[config.mk]
export PLATFORM = sky130hd
export DESIGN_NAME = clock_monitor_and_reset_gen
export DESIGN_NICKNAME = d
export VERILOG_FILES = /design/src/hdl/clock_monitor_pkg.sv /design/src/hdl/clock_monitor_and_reset_gen.sv /design/src/hdl/freq_window.sv
export SDC_FILE = /design/constraint.sdc
export NUM_CORES = 1
export LEC_CHECK = 0
export CORE_AREA = 10 10 118 120
export CTS_CLUSTER_SIZE = 28
export DETAILED_ROUTE_END_ITERATION = 16
export DIE_AREA = 0 0 128 130
export DONT_BUFFER_PORTS = 1
export GPL_TIMING_DRIVEN = 0
export PLACE_DENSITY = 0.53
export SLEW_MARGIN = 20
export SYNTH_ARGS = -nofsm -noshare
export SYNTH_HDL_FRONTEND = slang
export SYNTH_SLANG_ARGS = --single-unit
[constraint.sdc]
create_clock -name clk_sys -period 4.8 [get_ports clk_sys]
set_input_delay 0 -clock clk_sys [delete_from_list [all_inputs] [get_ports clk_sys]]
set_output_delay 0 -clock clk_sys [all_outputs]
set_load 0.05 [all_outputs]
[src/hdl/clock_monitor_pkg.sv]
// constants for the clock monitor and reset generator
package clock_monitor_pkg;
  // ----------------------------------------
  // register map
  // ----------------------------------------
  localparam logic [9:0] ADDR_SYNTH_CONFIG = 10'h1c6;
  localparam logic [9:0] ADDR_BACKUP_STATUS = 10'h1c7;
  localparam logic [9:0] ADDR_GLOBAL_RESET_1 = 10'h1d0;
  localparam logic [9:0] ADDR_GLOBAL_RESET_2 = 10'h1d1;
  localparam logic [9:0] ADDR_SPI_ERROR = 10'h1d3;
  localparam logic [15:0] SYNTH_CONFIG_RESET = 16'h0001;
  localparam int BIT_FACTOR_24 = 0;
  localparam int BIT_SPREAD_OFF = 1;
  localparam int BIT_IN_USE = 0;
  localparam int BIT_DRV_OFF = 1;
  localparam int BIT_SWITCH_BACK = 2;
  localparam int BIT_SPI_ERR = 0;
  localparam logic [15:0] GLOBAL_CODE_1 = 16'hf473;
  localparam logic [15:0] GLOBAL_CODE_2 = 16'h57a1;
  localparam logic [3:0] GLOBAL_RESET_CYCLES = 4'h8;
  // ----------------------------------------
  // timing, counted in backup reference periods
  // ----------------------------------------
  localparam int BACKUP_PERIOD_NS = 1000;
  localparam int STARTUP_WAIT_US = 100;
  localparam int SWITCH_MUTE_US = 250;
  localparam int RELOCK_WAIT_US = 100;
  localparam int LOCK_FILTER_US = 16;
  localparam logic [8:0] STARTUP_TICKS = 9'(STARTUP_WAIT_US * 1000 / BACKUP_PERIOD_NS);
  localparam logic [8:0] SWITCH_TICKS = 9'(SWITCH_MUTE_US * 1000 / BACKUP_PERIOD_NS);
  localparam logic [8:0] RELOCK_TICKS = 9'(RELOCK_WAIT_US * 1000 / BACKUP_PERIOD_NS);
  localparam logic [8:0] LOCK_FILTER_TICKS = 9'(LOCK_FILTER_US * 1000 / BACKUP_PERIOD_NS);
  // ----------------------------------------
  // frequency window
  // ----------------------------------------
  localparam logic [2:0] WINDOW_PERIODS = 3'h6;
  localparam logic [7:0] MAX_24 = 8'h00a5;
  localparam logic [7:0] MIN_24 = 8'h007d;
  localparam logic [7:0] MAX_12 = 8'h0054;
  localparam logic [7:0] MIN_12 = 8'h003d;
  // ----------------------------------------
  // clock manager states
  // ----------------------------------------
  typedef enum logic [2:0] {
    ST_DISABLED, ST_FILTER, ST_EXTERNAL, ST_LOCK_BACKUP, ST_BACKUP, ST_SWITCH
  } mgr_state_t;
endpackage : clock_monitor_pkg

[src/hdl/clock_monitor_and_reset_gen.sv]
// clock manager, frequency monitor and reset generator
`timescale 1ns/1ps
`default_nettype none
module clock_monitor_and_reset_gen #(
  parameter logic [8:0] LOCK_FILTER = clock_monitor_pkg::LOCK_FILTER_TICKS
) (
  // clock and reset
  input wire logic clk_sys,
  input wire logic reset,
  // reset sources
  input wire logic ext_reset_n,
  input wire logic power_on_reset_n,
  // reference and multiplier status
  input wire logic backup_tick,
  input wire logic synth_tick,
  input wire logic synth_lock_raw,
  // register port
  input wire logic reg_wr,
  input wire logic reg_rd,
  input wire logic [9:0] reg_addr,
  input wire logic [15:0] reg_wdata,
  output logic [15:0] reg_rdata,
  // serial link status
  input wire logic spi_cs_n,
  input wire logic spi_start,
  output logic spi_abort,
  // multiplier control
  output logic ref_select_backup,
  output logic synth_factor_24,
  output logic spread_enable,
  output logic sys_clk_enable,
  // status and interrupts
  output logic backup_ref_in_use,
  output logic clk_absent,
  output logic core_irq,
  output logic host_interrupt_n,
  output logic drivers_disable,
  // generated resets
  output logic clk_mon_reset,
  output logic cipher_reset,
  output logic spi_reset,
  output logic main_reset
);
  // ----------------------------------------
  // state
  // ----------------------------------------
  typedef struct packed {
    clock_monitor_pkg::mgr_state_t st;
    logic [8:0] wait_cnt;
    logic [8:0] lock_cnt;
    logic lock_filt;
    logic valid_prev;
    logic saw_fall;
    logic always_valid;
    logic [15:0] config_reg;
    logic drv_off;
    logic spi_err;
    logic [15:0] code_1;
    logic [3:0] global_cnt;
    logic [15:0] rdata;
    logic abort;
    logic sel_backup;
    logic in_use;
    logic absent;
    logic irq;
    logic irq_n;
    logic drv_dis;
    logic mon_rst;
    logic ciph_rst;
    logic spi_rst;
    logic main_rst;
    logic clk_en;
    logic spread_en;
  } state_t;
  state_t cur, next_cur;

  localparam logic [8:0] SWITCH_TICKS_LESS_RELOCK =
    clock_monitor_pkg::SWITCH_TICKS - clock_monitor_pkg::RELOCK_TICKS;

  logic window_done;
  logic window_bad;
  logic factor_24;

  freq_window u_window (
    .clk_sys(clk_sys),
    .reset(cur.mon_rst),
    .backup_tick(backup_tick),
    .synth_tick(synth_tick),
    .factor_24_req(cur.config_reg[clock_monitor_pkg::BIT_FACTOR_24]),
    .window_done(window_done),
    .window_bad(window_bad),
    .factor_24(factor_24)
  );

  function automatic logic hit(input logic [9:0] a, input logic [9:0] b);
    hit = (a == b);
  endfunction : hit

  // ----------------------------------------
  // next state
  // ----------------------------------------
  logic pin_or_por;
  logic global_rst;
  logic out_valid;
  logic bad_now;

  always_comb begin
    next_cur = cur;
    pin_or_por = !ext_reset_n || !power_on_reset_n;
    global_rst = (cur.global_cnt != 4'h0);
    bad_now = window_done && window_bad;
    out_valid = cur.lock_filt && !window_bad;

    // lock filter over backup periods
    if (!synth_lock_raw) begin
      next_cur.lock_cnt = 9'h000;
      next_cur.lock_filt = 1'b0;
    end else if (backup_tick) begin
      if (cur.lock_cnt >= LOCK_FILTER - 9'h001) begin
        next_cur.lock_filt = 1'b1;
      end else begin
        next_cur.lock_cnt = cur.lock_cnt + 9'h001;
      end
    end
    next_cur.valid_prev = out_valid;

    if (backup_tick && cur.wait_cnt != 9'h000) begin
      next_cur.wait_cnt = cur.wait_cnt - 9'h001;
    end

    // clock manager
    unique case (cur.st)
      clock_monitor_pkg::ST_DISABLED: begin
        if (cur.wait_cnt == 9'h000) begin
          next_cur.st = clock_monitor_pkg::ST_FILTER;
        end
      end
      clock_monitor_pkg::ST_FILTER: begin
        if (cur.lock_filt) begin
          next_cur.st = clock_monitor_pkg::ST_EXTERNAL;
        end
      end
      clock_monitor_pkg::ST_EXTERNAL: begin
        if (bad_now || !cur.lock_filt) begin
          next_cur.st = clock_monitor_pkg::ST_LOCK_BACKUP;
        end
      end
      clock_monitor_pkg::ST_LOCK_BACKUP: begin
        if (cur.lock_filt) begin
          next_cur.st = clock_monitor_pkg::ST_BACKUP;
        end
      end
      clock_monitor_pkg::ST_BACKUP: begin
        if (reg_wr && hit(reg_addr, clock_monitor_pkg::ADDR_BACKUP_STATUS)
            && reg_wdata[clock_monitor_pkg::BIT_SWITCH_BACK]) begin
          next_cur.st = clock_monitor_pkg::ST_SWITCH;
          next_cur.wait_cnt = clock_monitor_pkg::SWITCH_TICKS;
          next_cur.saw_fall = 1'b0;
          next_cur.always_valid = 1'b1;
        end
      end
      clock_monitor_pkg::ST_SWITCH: begin
        if (!out_valid) begin
          next_cur.always_valid = 1'b0;
        end
        if (cur.valid_prev && !out_valid) begin
          next_cur.saw_fall = 1'b1;
        end
        if (cur.saw_fall && !cur.valid_prev && out_valid) begin
          next_cur.st = clock_monitor_pkg::ST_EXTERNAL;
        end else if (cur.always_valid && out_valid
                     && cur.wait_cnt <= SWITCH_TICKS_LESS_RELOCK) begin
          next_cur.st = clock_monitor_pkg::ST_EXTERNAL;
        end else if (cur.wait_cnt == 9'h000 && !out_valid) begin
          next_cur.st = clock_monitor_pkg::ST_LOCK_BACKUP;
        end
      end
    endcase

    // outputs of the manager
    next_cur.sel_backup = (next_cur.st == clock_monitor_pkg::ST_LOCK_BACKUP)
                          || (next_cur.st == clock_monitor_pkg::ST_BACKUP);
    next_cur.in_use = next_cur.sel_backup;
    next_cur.absent = (next_cur.st == clock_monitor_pkg::ST_LOCK_BACKUP)
                      || (next_cur.st == clock_monitor_pkg::ST_SWITCH);
    next_cur.clk_en = next_cur.lock_filt;
    next_cur.irq = next_cur.absent;
    next_cur.irq_n = !next_cur.absent;
    next_cur.drv_dis = next_cur.absent && cur.drv_off;

    // registers
    next_cur.rdata = 16'h0000;
    if (reg_wr) begin
      if (hit(reg_addr, clock_monitor_pkg::ADDR_SYNTH_CONFIG)) begin
        next_cur.config_reg = {14'h0000, reg_wdata[1:0]};
      end
      if (hit(reg_addr, clock_monitor_pkg::ADDR_BACKUP_STATUS)) begin
        next_cur.drv_off = reg_wdata[clock_monitor_pkg::BIT_DRV_OFF];
      end
      if (hit(reg_addr, clock_monitor_pkg::ADDR_GLOBAL_RESET_1)) begin
        next_cur.code_1 = reg_wdata;
      end
      if (hit(reg_addr, clock_monitor_pkg::ADDR_GLOBAL_RESET_2)
          && reg_wdata == clock_monitor_pkg::GLOBAL_CODE_2
          && cur.code_1 == clock_monitor_pkg::GLOBAL_CODE_1) begin
        next_cur.global_cnt = clock_monitor_pkg::GLOBAL_RESET_CYCLES;
      end
    end
    next_cur.spread_en = !next_cur.config_reg[clock_monitor_pkg::BIT_SPREAD_OFF];
    if (reg_rd) begin
      if (hit(reg_addr, clock_monitor_pkg::ADDR_SYNTH_CONFIG)) begin
        next_cur.rdata = cur.config_reg;
      end
      if (hit(reg_addr, clock_monitor_pkg::ADDR_BACKUP_STATUS)) begin
        next_cur.rdata = {14'h0000, cur.drv_off, cur.in_use};
      end
      if (hit(reg_addr, clock_monitor_pkg::ADDR_SPI_ERROR)) begin
        next_cur.rdata = {15'h0000, cur.spi_err};
        next_cur.spi_err = 1'b0;
      end
    end
    if (global_rst) begin
      next_cur.global_cnt = cur.global_cnt - 4'h1;
      if (cur.global_cnt == 4'h1) begin
        next_cur.code_1 = 16'h0000;
      end
    end

    // serial transfer during clock-absent
    next_cur.abort = spi_start && cur.absent;
    if (spi_start && cur.absent) begin
      next_cur.spi_err = 1'b1;
    end

    // reset generation
    if (pin_or_por) begin
      next_cur.mon_rst = 1'b1;
    end else if (backup_tick) begin
      next_cur.mon_rst = 1'b0;
    end
    next_cur.ciph_rst = !power_on_reset_n;
    if (pin_or_por || global_rst || cur.absent) begin
      next_cur.spi_rst = 1'b1;
    end else if (spi_cs_n) begin
      next_cur.spi_rst = 1'b0;
    end
    next_cur.main_rst = pin_or_por || global_rst;
  end

  // ----------------------------------------
  // registers
  // ----------------------------------------
  always_ff @(posedge clk_sys) begin
    if (reset || cur.mon_rst) begin
      cur.st <= clock_monitor_pkg::ST_DISABLED;
      cur.wait_cnt <= clock_monitor_pkg::STARTUP_TICKS;
      cur.lock_cnt <= 9'h000;
      cur.lock_filt <= 1'b0;
      cur.valid_prev <= 1'b0;
      cur.saw_fall <= 1'b0;
      cur.always_valid <= 1'b0;
      cur.sel_backup <= 1'b0;
      cur.in_use <= 1'b0;
      cur.absent <= 1'b0;
      cur.irq <= 1'b0;
      cur.irq_n <= 1'b1;
      cur.drv_dis <= 1'b0;
      cur.clk_en <= 1'b0;
    end else begin
      cur.st <= next_cur.st;
      cur.wait_cnt <= next_cur.wait_cnt;
      cur.lock_cnt <= next_cur.lock_cnt;
      cur.lock_filt <= next_cur.lock_filt;
      cur.valid_prev <= next_cur.valid_prev;
      cur.saw_fall <= next_cur.saw_fall;
      cur.always_valid <= next_cur.always_valid;
      cur.sel_backup <= next_cur.sel_backup;
      cur.in_use <= next_cur.in_use;
      cur.absent <= next_cur.absent;
      cur.irq <= next_cur.irq;
      cur.irq_n <= next_cur.irq_n;
      cur.drv_dis <= next_cur.drv_dis;
      cur.clk_en <= next_cur.clk_en;
    end
    if (reset) begin
      cur.mon_rst <= 1'b1;
      cur.ciph_rst <= 1'b1;
      cur.spi_rst <= 1'b1;
      cur.main_rst <= 1'b1;
      cur.global_cnt <= 4'h0;
      cur.code_1 <= 16'h0000;
    end else begin
      cur.mon_rst <= next_cur.mon_rst;
      cur.ciph_rst <= next_cur.ciph_rst;
      cur.spi_rst <= next_cur.spi_rst;
      cur.main_rst <= next_cur.main_rst;
      cur.global_cnt <= next_cur.global_cnt;
      cur.code_1 <= next_cur.code_1;
    end
    if (reset || cur.main_rst) begin
      cur.config_reg <= clock_monitor_pkg::SYNTH_CONFIG_RESET;
      cur.drv_off <= 1'b0;
      cur.spi_err <= 1'b0;
      cur.rdata <= 16'h0000;
      cur.abort <= 1'b0;
      cur.spread_en <= !clock_monitor_pkg::SYNTH_CONFIG_RESET[clock_monitor_pkg::BIT_SPREAD_OFF];
    end else begin
      cur.config_reg <= next_cur.config_reg;
      cur.drv_off <= next_cur.drv_off;
      cur.spi_err <= next_cur.spi_err;
      cur.rdata <= next_cur.rdata;
      cur.abort <= next_cur.abort;
      cur.spread_en <= next_cur.spread_en;
    end
  end

  // ----------------------------------------
  // outputs
  // ----------------------------------------
  assign reg_rdata = cur.rdata;
  assign spi_abort = cur.abort;
  assign ref_select_backup = cur.sel_backup;
  assign synth_factor_24 = factor_24;
  assign spread_enable = cur.spread_en;
  assign sys_clk_enable = cur.clk_en;
  assign backup_ref_in_use = cur.in_use;
  assign clk_absent = cur.absent;
  assign core_irq = cur.irq;
  assign host_interrupt_n = cur.irq_n;
  assign drivers_disable = cur.drv_dis;
  assign clk_mon_reset = cur.mon_rst;
  assign cipher_reset = cur.ciph_rst;
  assign spi_reset = cur.spi_rst;
  assign main_reset = cur.main_rst;
endmodule : clock_monitor_and_reset_gen
`default_nettype wire

[src/hdl/freq_window.sv]
// synthesized clock frequency window counter
`timescale 1ns/1ps
`default_nettype none
module freq_window (
  // clock and reset
  input wire logic clk_sys,
  input wire logic reset,
  // reference and measured events
  input wire logic backup_tick,
  input wire logic synth_tick,
  input wire logic factor_24_req,
  // result
  output logic window_done,
  output logic window_bad,
  output logic factor_24
);
  typedef struct packed {
    logic [2:0] periods;
    logic [7:0] count;
    logic done;
    logic bad;
    logic f24;
  } win_t;
  win_t cur, next_cur;

  function automatic logic out_of_range(input logic [7:0] n, input logic f24);
    if (f24) begin
      out_of_range = (n > clock_monitor_pkg::MAX_24) || (n < clock_monitor_pkg::MIN_24);
    end else begin
      out_of_range = (n > clock_monitor_pkg::MAX_12) || (n < clock_monitor_pkg::MIN_12);
    end
  endfunction : out_of_range

  always_comb begin
    next_cur = cur;
    next_cur.done = 1'b0;
    if (synth_tick && cur.count != 8'hff) begin
      next_cur.count = cur.count + 8'h01;
    end
    if (backup_tick) begin
      if (cur.periods == clock_monitor_pkg::WINDOW_PERIODS - 3'h1) begin
        next_cur.periods = 3'h0;
        next_cur.count = {7'h00, synth_tick};
        next_cur.done = 1'b1;
        next_cur.bad = out_of_range(cur.count, cur.f24);
        next_cur.f24 = factor_24_req;
      end else begin
        next_cur.periods = cur.periods + 3'h1;
      end
    end
  end

  always_ff @(posedge clk_sys) begin
    if (reset) begin
      cur <= '{periods: 3'h0, count: 8'h00, done: 1'b0, bad: 1'b0, f24: 1'b1};
    end else begin
      cur <= next_cur;
    end
  end

  assign window_done = cur.done;
  assign window_bad = cur.bad;
  assign factor_24 = cur.f24;
endmodule : freq_window
`default_nettype wire

Word level (Yosys, flattened, before mapping). Cells that the tools add are included.

Register bits: 75. Bits in latches: 0. RAM bits: 0. Bits in read-only memories: 0. Logic and storage cells: 160. Memories: 0.

$add $sub $neg: 5. $mul: 0. Divide/modulo/power cells: 0. Order comparisons: 6. Equal/unequal tests: 21. Shifts and indexed selects: 0. Mux-type cells: 36. Bitwise logic cells: 4. Reduce and logical (&&, ||, !) cells: 58.

Operators by type and width (count): $eq A10 B9 Y1 const B (5); $mux W20 (2); $mux W16 (2); $mux W3 (9); $mux W11 (2); $mux W9 (2); $pmux W3 S6 (1); $eq A16 B15 Y1 const B (1); $eq A16 B16 Y1 const B (1); $logic_and A1 B1 Y1 (16); $eq A3 B3 Y1 const B (5); $reduce_and A2 Y1 (7); $mux W12 (1); $logic_or A1 B1 Y1 (10); $mux W1 (10); $reduce_bool A2 Y1 (5); $reduce_or A2 Y1 (5); $add A9 B1 Y9 const B (1); $eq A3 B2 Y1 const B (3); $ge A9 B4 Y1 const B (1); $le A9 B8 Y1 const B (1); $logic_not A9 Y1 (1); $reduce_bool A9 Y1 (1); $sub A9 B1 Y9 const B (1); 21 further kinds (37).

Longest topological paths before layout.
Depth after elaboration: 11. Gate-level depth with buffers: 7. Mapped depth without buffers: 7.

Cells and area by module. Synthesis repeated with hierarchy kept, for this count alone.

Cell total of the unflattened synthesis: 398. Area, all modules: 3564.7 µm².

By module, submodules not included: clock_monitor_and_reset_gen (times used 1, cells each 309, area each 2810.2 µm²); freq_window (times used 1, cells each 89, area each 754.5 µm²).

Worst setup path before layout. Ideal clock, no wire load.

Path kind: register to register. From: register cur[80] (netlist bit). To: register cur[85] (netlist bit). Arrival time: 1.649 ns. Required time: 4.666 ns. Slack: 3.017 ns. Stages on the path, launching flop included: 8. Path through: dfxtp_1 inv_1 ha_1 or4b_4 o21a_1 and4_4 xnor2_1 nand3_1.

Longest elaborated chain between the ends: 5. Elaborated cells on any way between the ends: 6. Those cells by class: add/sub (1); mux (3); reduce/logical (2).

Ends and longest elaborated chain: start: declaration (line clock_monitor_and_reset_gen.sv:75) `state_t cur, next_cur;`; parallel branches: the longest is 2 deep, another holds $sub A9 B1 Y9; $mux W9 * (line clock_monitor_and_reset_gen.sv:127) `if (backup_tick && cur.wait_cnt != 9'h000) begin`; $mux W12 (line clock_monitor_and_reset_gen.sv:154) `if (reg_wr && hit(reg_addr, clock_monitor_pkg::ADDR_BACKUP_STATUS)`; $mux W9 * (line clock_monitor_and_reset_gen.sv:132) `unique case (cur.st)`.

Every way passes the cells marked *. A chain may end at the register's enable or synchronous reset.

==> impl_metrics.json <==
{
  "min_period_ns": 2.06,
  "tns_ns": 0,
  "cts_made_buffers": 9,
  "gp_congestion": 0.823,
  "hpwl_mm": 6.43,
  "totalPowerFinal_mw": 1.39,
  "syn_inst": 415,
  "cts_setup_buffers": 0,
  "ys_seq_elements": 75,
  "min_path_cells": 4,
  "core_mm2": 0.0117,
  "p_leak_nw": 1.58,
  "setup_viol": 0,
  "grt_usage": 0.105,
  "hold_end": "cur[32]",
  "tritoncts": "yes",
  "place_area_mm2": 0.00375,
  "cp.arrival_ns": 2.27,
  "period_share": 0.429,
  "post_drt_wl_per_cell_um": 13.8,
  "antennaDiodeCount": 0,
  "skew_ns": 0.00458,
  "clock_path_buffers": 2,
  "viasPerCell": 4.85,
  "min_path_type": "in -> reg",
  "antenna_found_initial": 0,
  "clk_pin_slew_ns": 0.06,
  "synth_top_area_share": 0.426,
  "layout.cells.most_common_list": "dfxtp_1 (75), nand2_1 (58), a21oi_1 (41)",
  "drt-pass1-iter-count": 4,
  "final_antenna_net_count": 0,
  "worstPathMaxFanout": 6,
  "path_class": "reg -> reg",
  "fin_cells": 618,
  "placed_cells": 575,
  "synth-edff-count": 0,
  "remaining_drc_errors": 0,
  "row_count": 40,
  "rr_endpoint": "drivers_disable",
  "yosys-top-cells-area": "dfxtp_1 (43%), nand2_1 (6.2%), a21oi_1 (5.8%), buf_4 (3.8%), nor2_1 (3.8%)",
  "cts-root-buf": "clkbuf_16",
  "synthToLayoutAreaGrowth_pct": 23.0,
  "multiInputGateArea_mm2": 0.00184,
  "seq_area_frac_synth": 0.426,
  "fmax_mhz": 486,
  "synthFlopType": "dfxtp_1",
  "syn_avg_cell_area_um2": 8.48,
  "largest_reg_flops": 48,
  "htreeDepth": 3,
  "fin_ws_ns": 2.74,
  "grt_pass1_wl_mm": 14.2,
  "r2r_start": "sys_clk_enable",
  "worstPathRequired_ns": 5.02,
  "postRouteWirelength_mm": 8.51,
  "yosysWarnings": 0,
  "final_hold_viol_count": 0,
  "relSlewSlack": 0.536,
  "syn_area_mm2": 0.00352,
  "final_nets": 512,
  "peakVddDrop_uv": 148,
  "port_buffers": 0,
  "fin_hold_ws_ns": 0.0165,
  "ios": 67,
  "final_cell_area_mm2": 0.00433,
  "maxCapViolations": 0,
  "initial_core_util": 0.301,
  "grt_max_degree": 12,
  "vias": 2997,
  "drive_gt1_frac": 0.102,
  "slew_violations": 0,
  "utilization": 0.370,
  "grt_pass1_vias": 2937,
  "end_kind": "flip-flop",
  "synth_cell_type_count": 51,
  "drt_iter0_markers": 133,
  "hp-start": "reg_wdata[14]",
  "power.density_mw_per_mm2": 321,
  "dp_slack_ns": 2.72,
  "status": "finished clean",
  "fp.dieW_um": 128,
  "clock_sinks": 75,
  "gr-total-overflow": 0,
  "clock_latency_ns": 0.34,
  "mostFrequentLayoutCell": "dfxtp_1",
  "reg2reg_depth": 5,
  "startpoint_type": "flip-flop",
  "dieArea_mm2": 0.0166,
  "yosysTopAreaCell": "dfxtp_1",
  "fill_cells": 1189,
  "async_flop_share": 0,
  "rsz0062_at_grt": "no",
  "top_register": "cur",
  "r2r_setup_slack_ns": 2.74,
  "worst_pin_slew_ns": 0.695,
  "register_area_mm2": 0.00150,
  "fp.dieH_um": 130
}
[cells by family after synthesis]
logic type / Yosys count / synth area share
AND/OR/NAND/NOR: 184 / 0.273
AO/OA/AOI/OAI: 80 / 0.140
flip-flops: 75 / 0.426
buffers and inverters: 42 / 0.0661
XOR/XNOR: 18 / 0.0448
adder cells (fa/ha/maj): 8 / 0.0284
multiplexers: 7 / 0.0199
other: 1 / 0.00107
[critical path, cell delays in order (launching register included)]
cell,delay [ns]
dfxtp_1,0.76
inv_1,0.17
o41ai_1,0.43
o31ai_1,0.15
o21a_1,0.23
and3_1,0.21
[power breakdown]
part / switching, mW / internal [mW]
Clock: 0.249 / 0.427
Combinational: 0.0494 / 0.0322
Sequential: 0.00663 / 0.625
[synthesized netlist by cell type, types with 2 or more instances]
cell / instances
a211o_1: 2
a211oi_1: 2
a21o_1: 2
a21oi_1: 41
a31oi_1: 2
and3_1: 10
and3b_1: 3
and4b_1: 2
buf_2: 6
buf_4: 18
clkbuf_1: 9
dfxtp_1: 75
ha_1: 8
inv_1: 9
mux2i_1: 7
nand2_1: 58
nand2b_1: 8
nand3_1: 11
nand3b_1: 2
nand4_1: 7
nand4b_1: 6
nor2_1: 36
nor2b_1: 4
nor3_1: 15
nor4_1: 5
o21a_1: 4
o21ai_0: 13
o31ai_1: 4
o41ai_1: 2
or2_2: 3
or3_1: 3
or4_4: 2
or4b_1: 2
xnor2_1: 10
xor2_1: 8
[routing by layer]
layer | part of all wire | vias up | GRT usage
li1 | - | 1537 | -
met5 | 0 | - | 0
met2 | 0.48 | 67 | 0.173
met1 | 0.43 | 1378 | 0.120
met3 | 0.063 | 15 | 0.0353
met4 | 0.021 | 0 | 0.0530
[area by class of cell]
| cell class | count | share of cell area |
|---|---|---|
| inverters | 9 | 0.00780 |
| well taps | 147 | 0.0425 |
| multi-input cells | 311 | 0.424 |
| flip-flops and latches | 75 | 0.347 |
| plain buffers | 33 | 0.0460 |
| repair buffers | 28 | 0.0647 |
| clock inverters | 2 | 0.00809 |
| clock buffers | 13 | 0.0601 |
[what timing repair did]
| action | in CTS | in global routing |
|---|---|---|
| hold buffers | 28 | 0 |
| resized for setup | 0 | 0 |
| endpoints found under the hold margin | 43 | 0 |
[worst max-delay path by stage]
stage / to / cells past startpoint / slack (ns) / startpoint
after floorplan: cur[85] / 7 / 3.02 / cur[80]
after global placement: drivers_disable / 5 / 2.72 / sys_clk_enable
after detailed placement: drivers_disable / 5 / 2.72 / sys_clk_enable
after CTS: drivers_disable / 5 / 2.71 / sys_clk_enable
after global routing: drivers_disable / 5 / 2.56 / sys_clk_enable
final: drivers_disable / 5 / 2.74 / sys_clk_enable
Note: power is estimated with default switching activity, not from simulation.
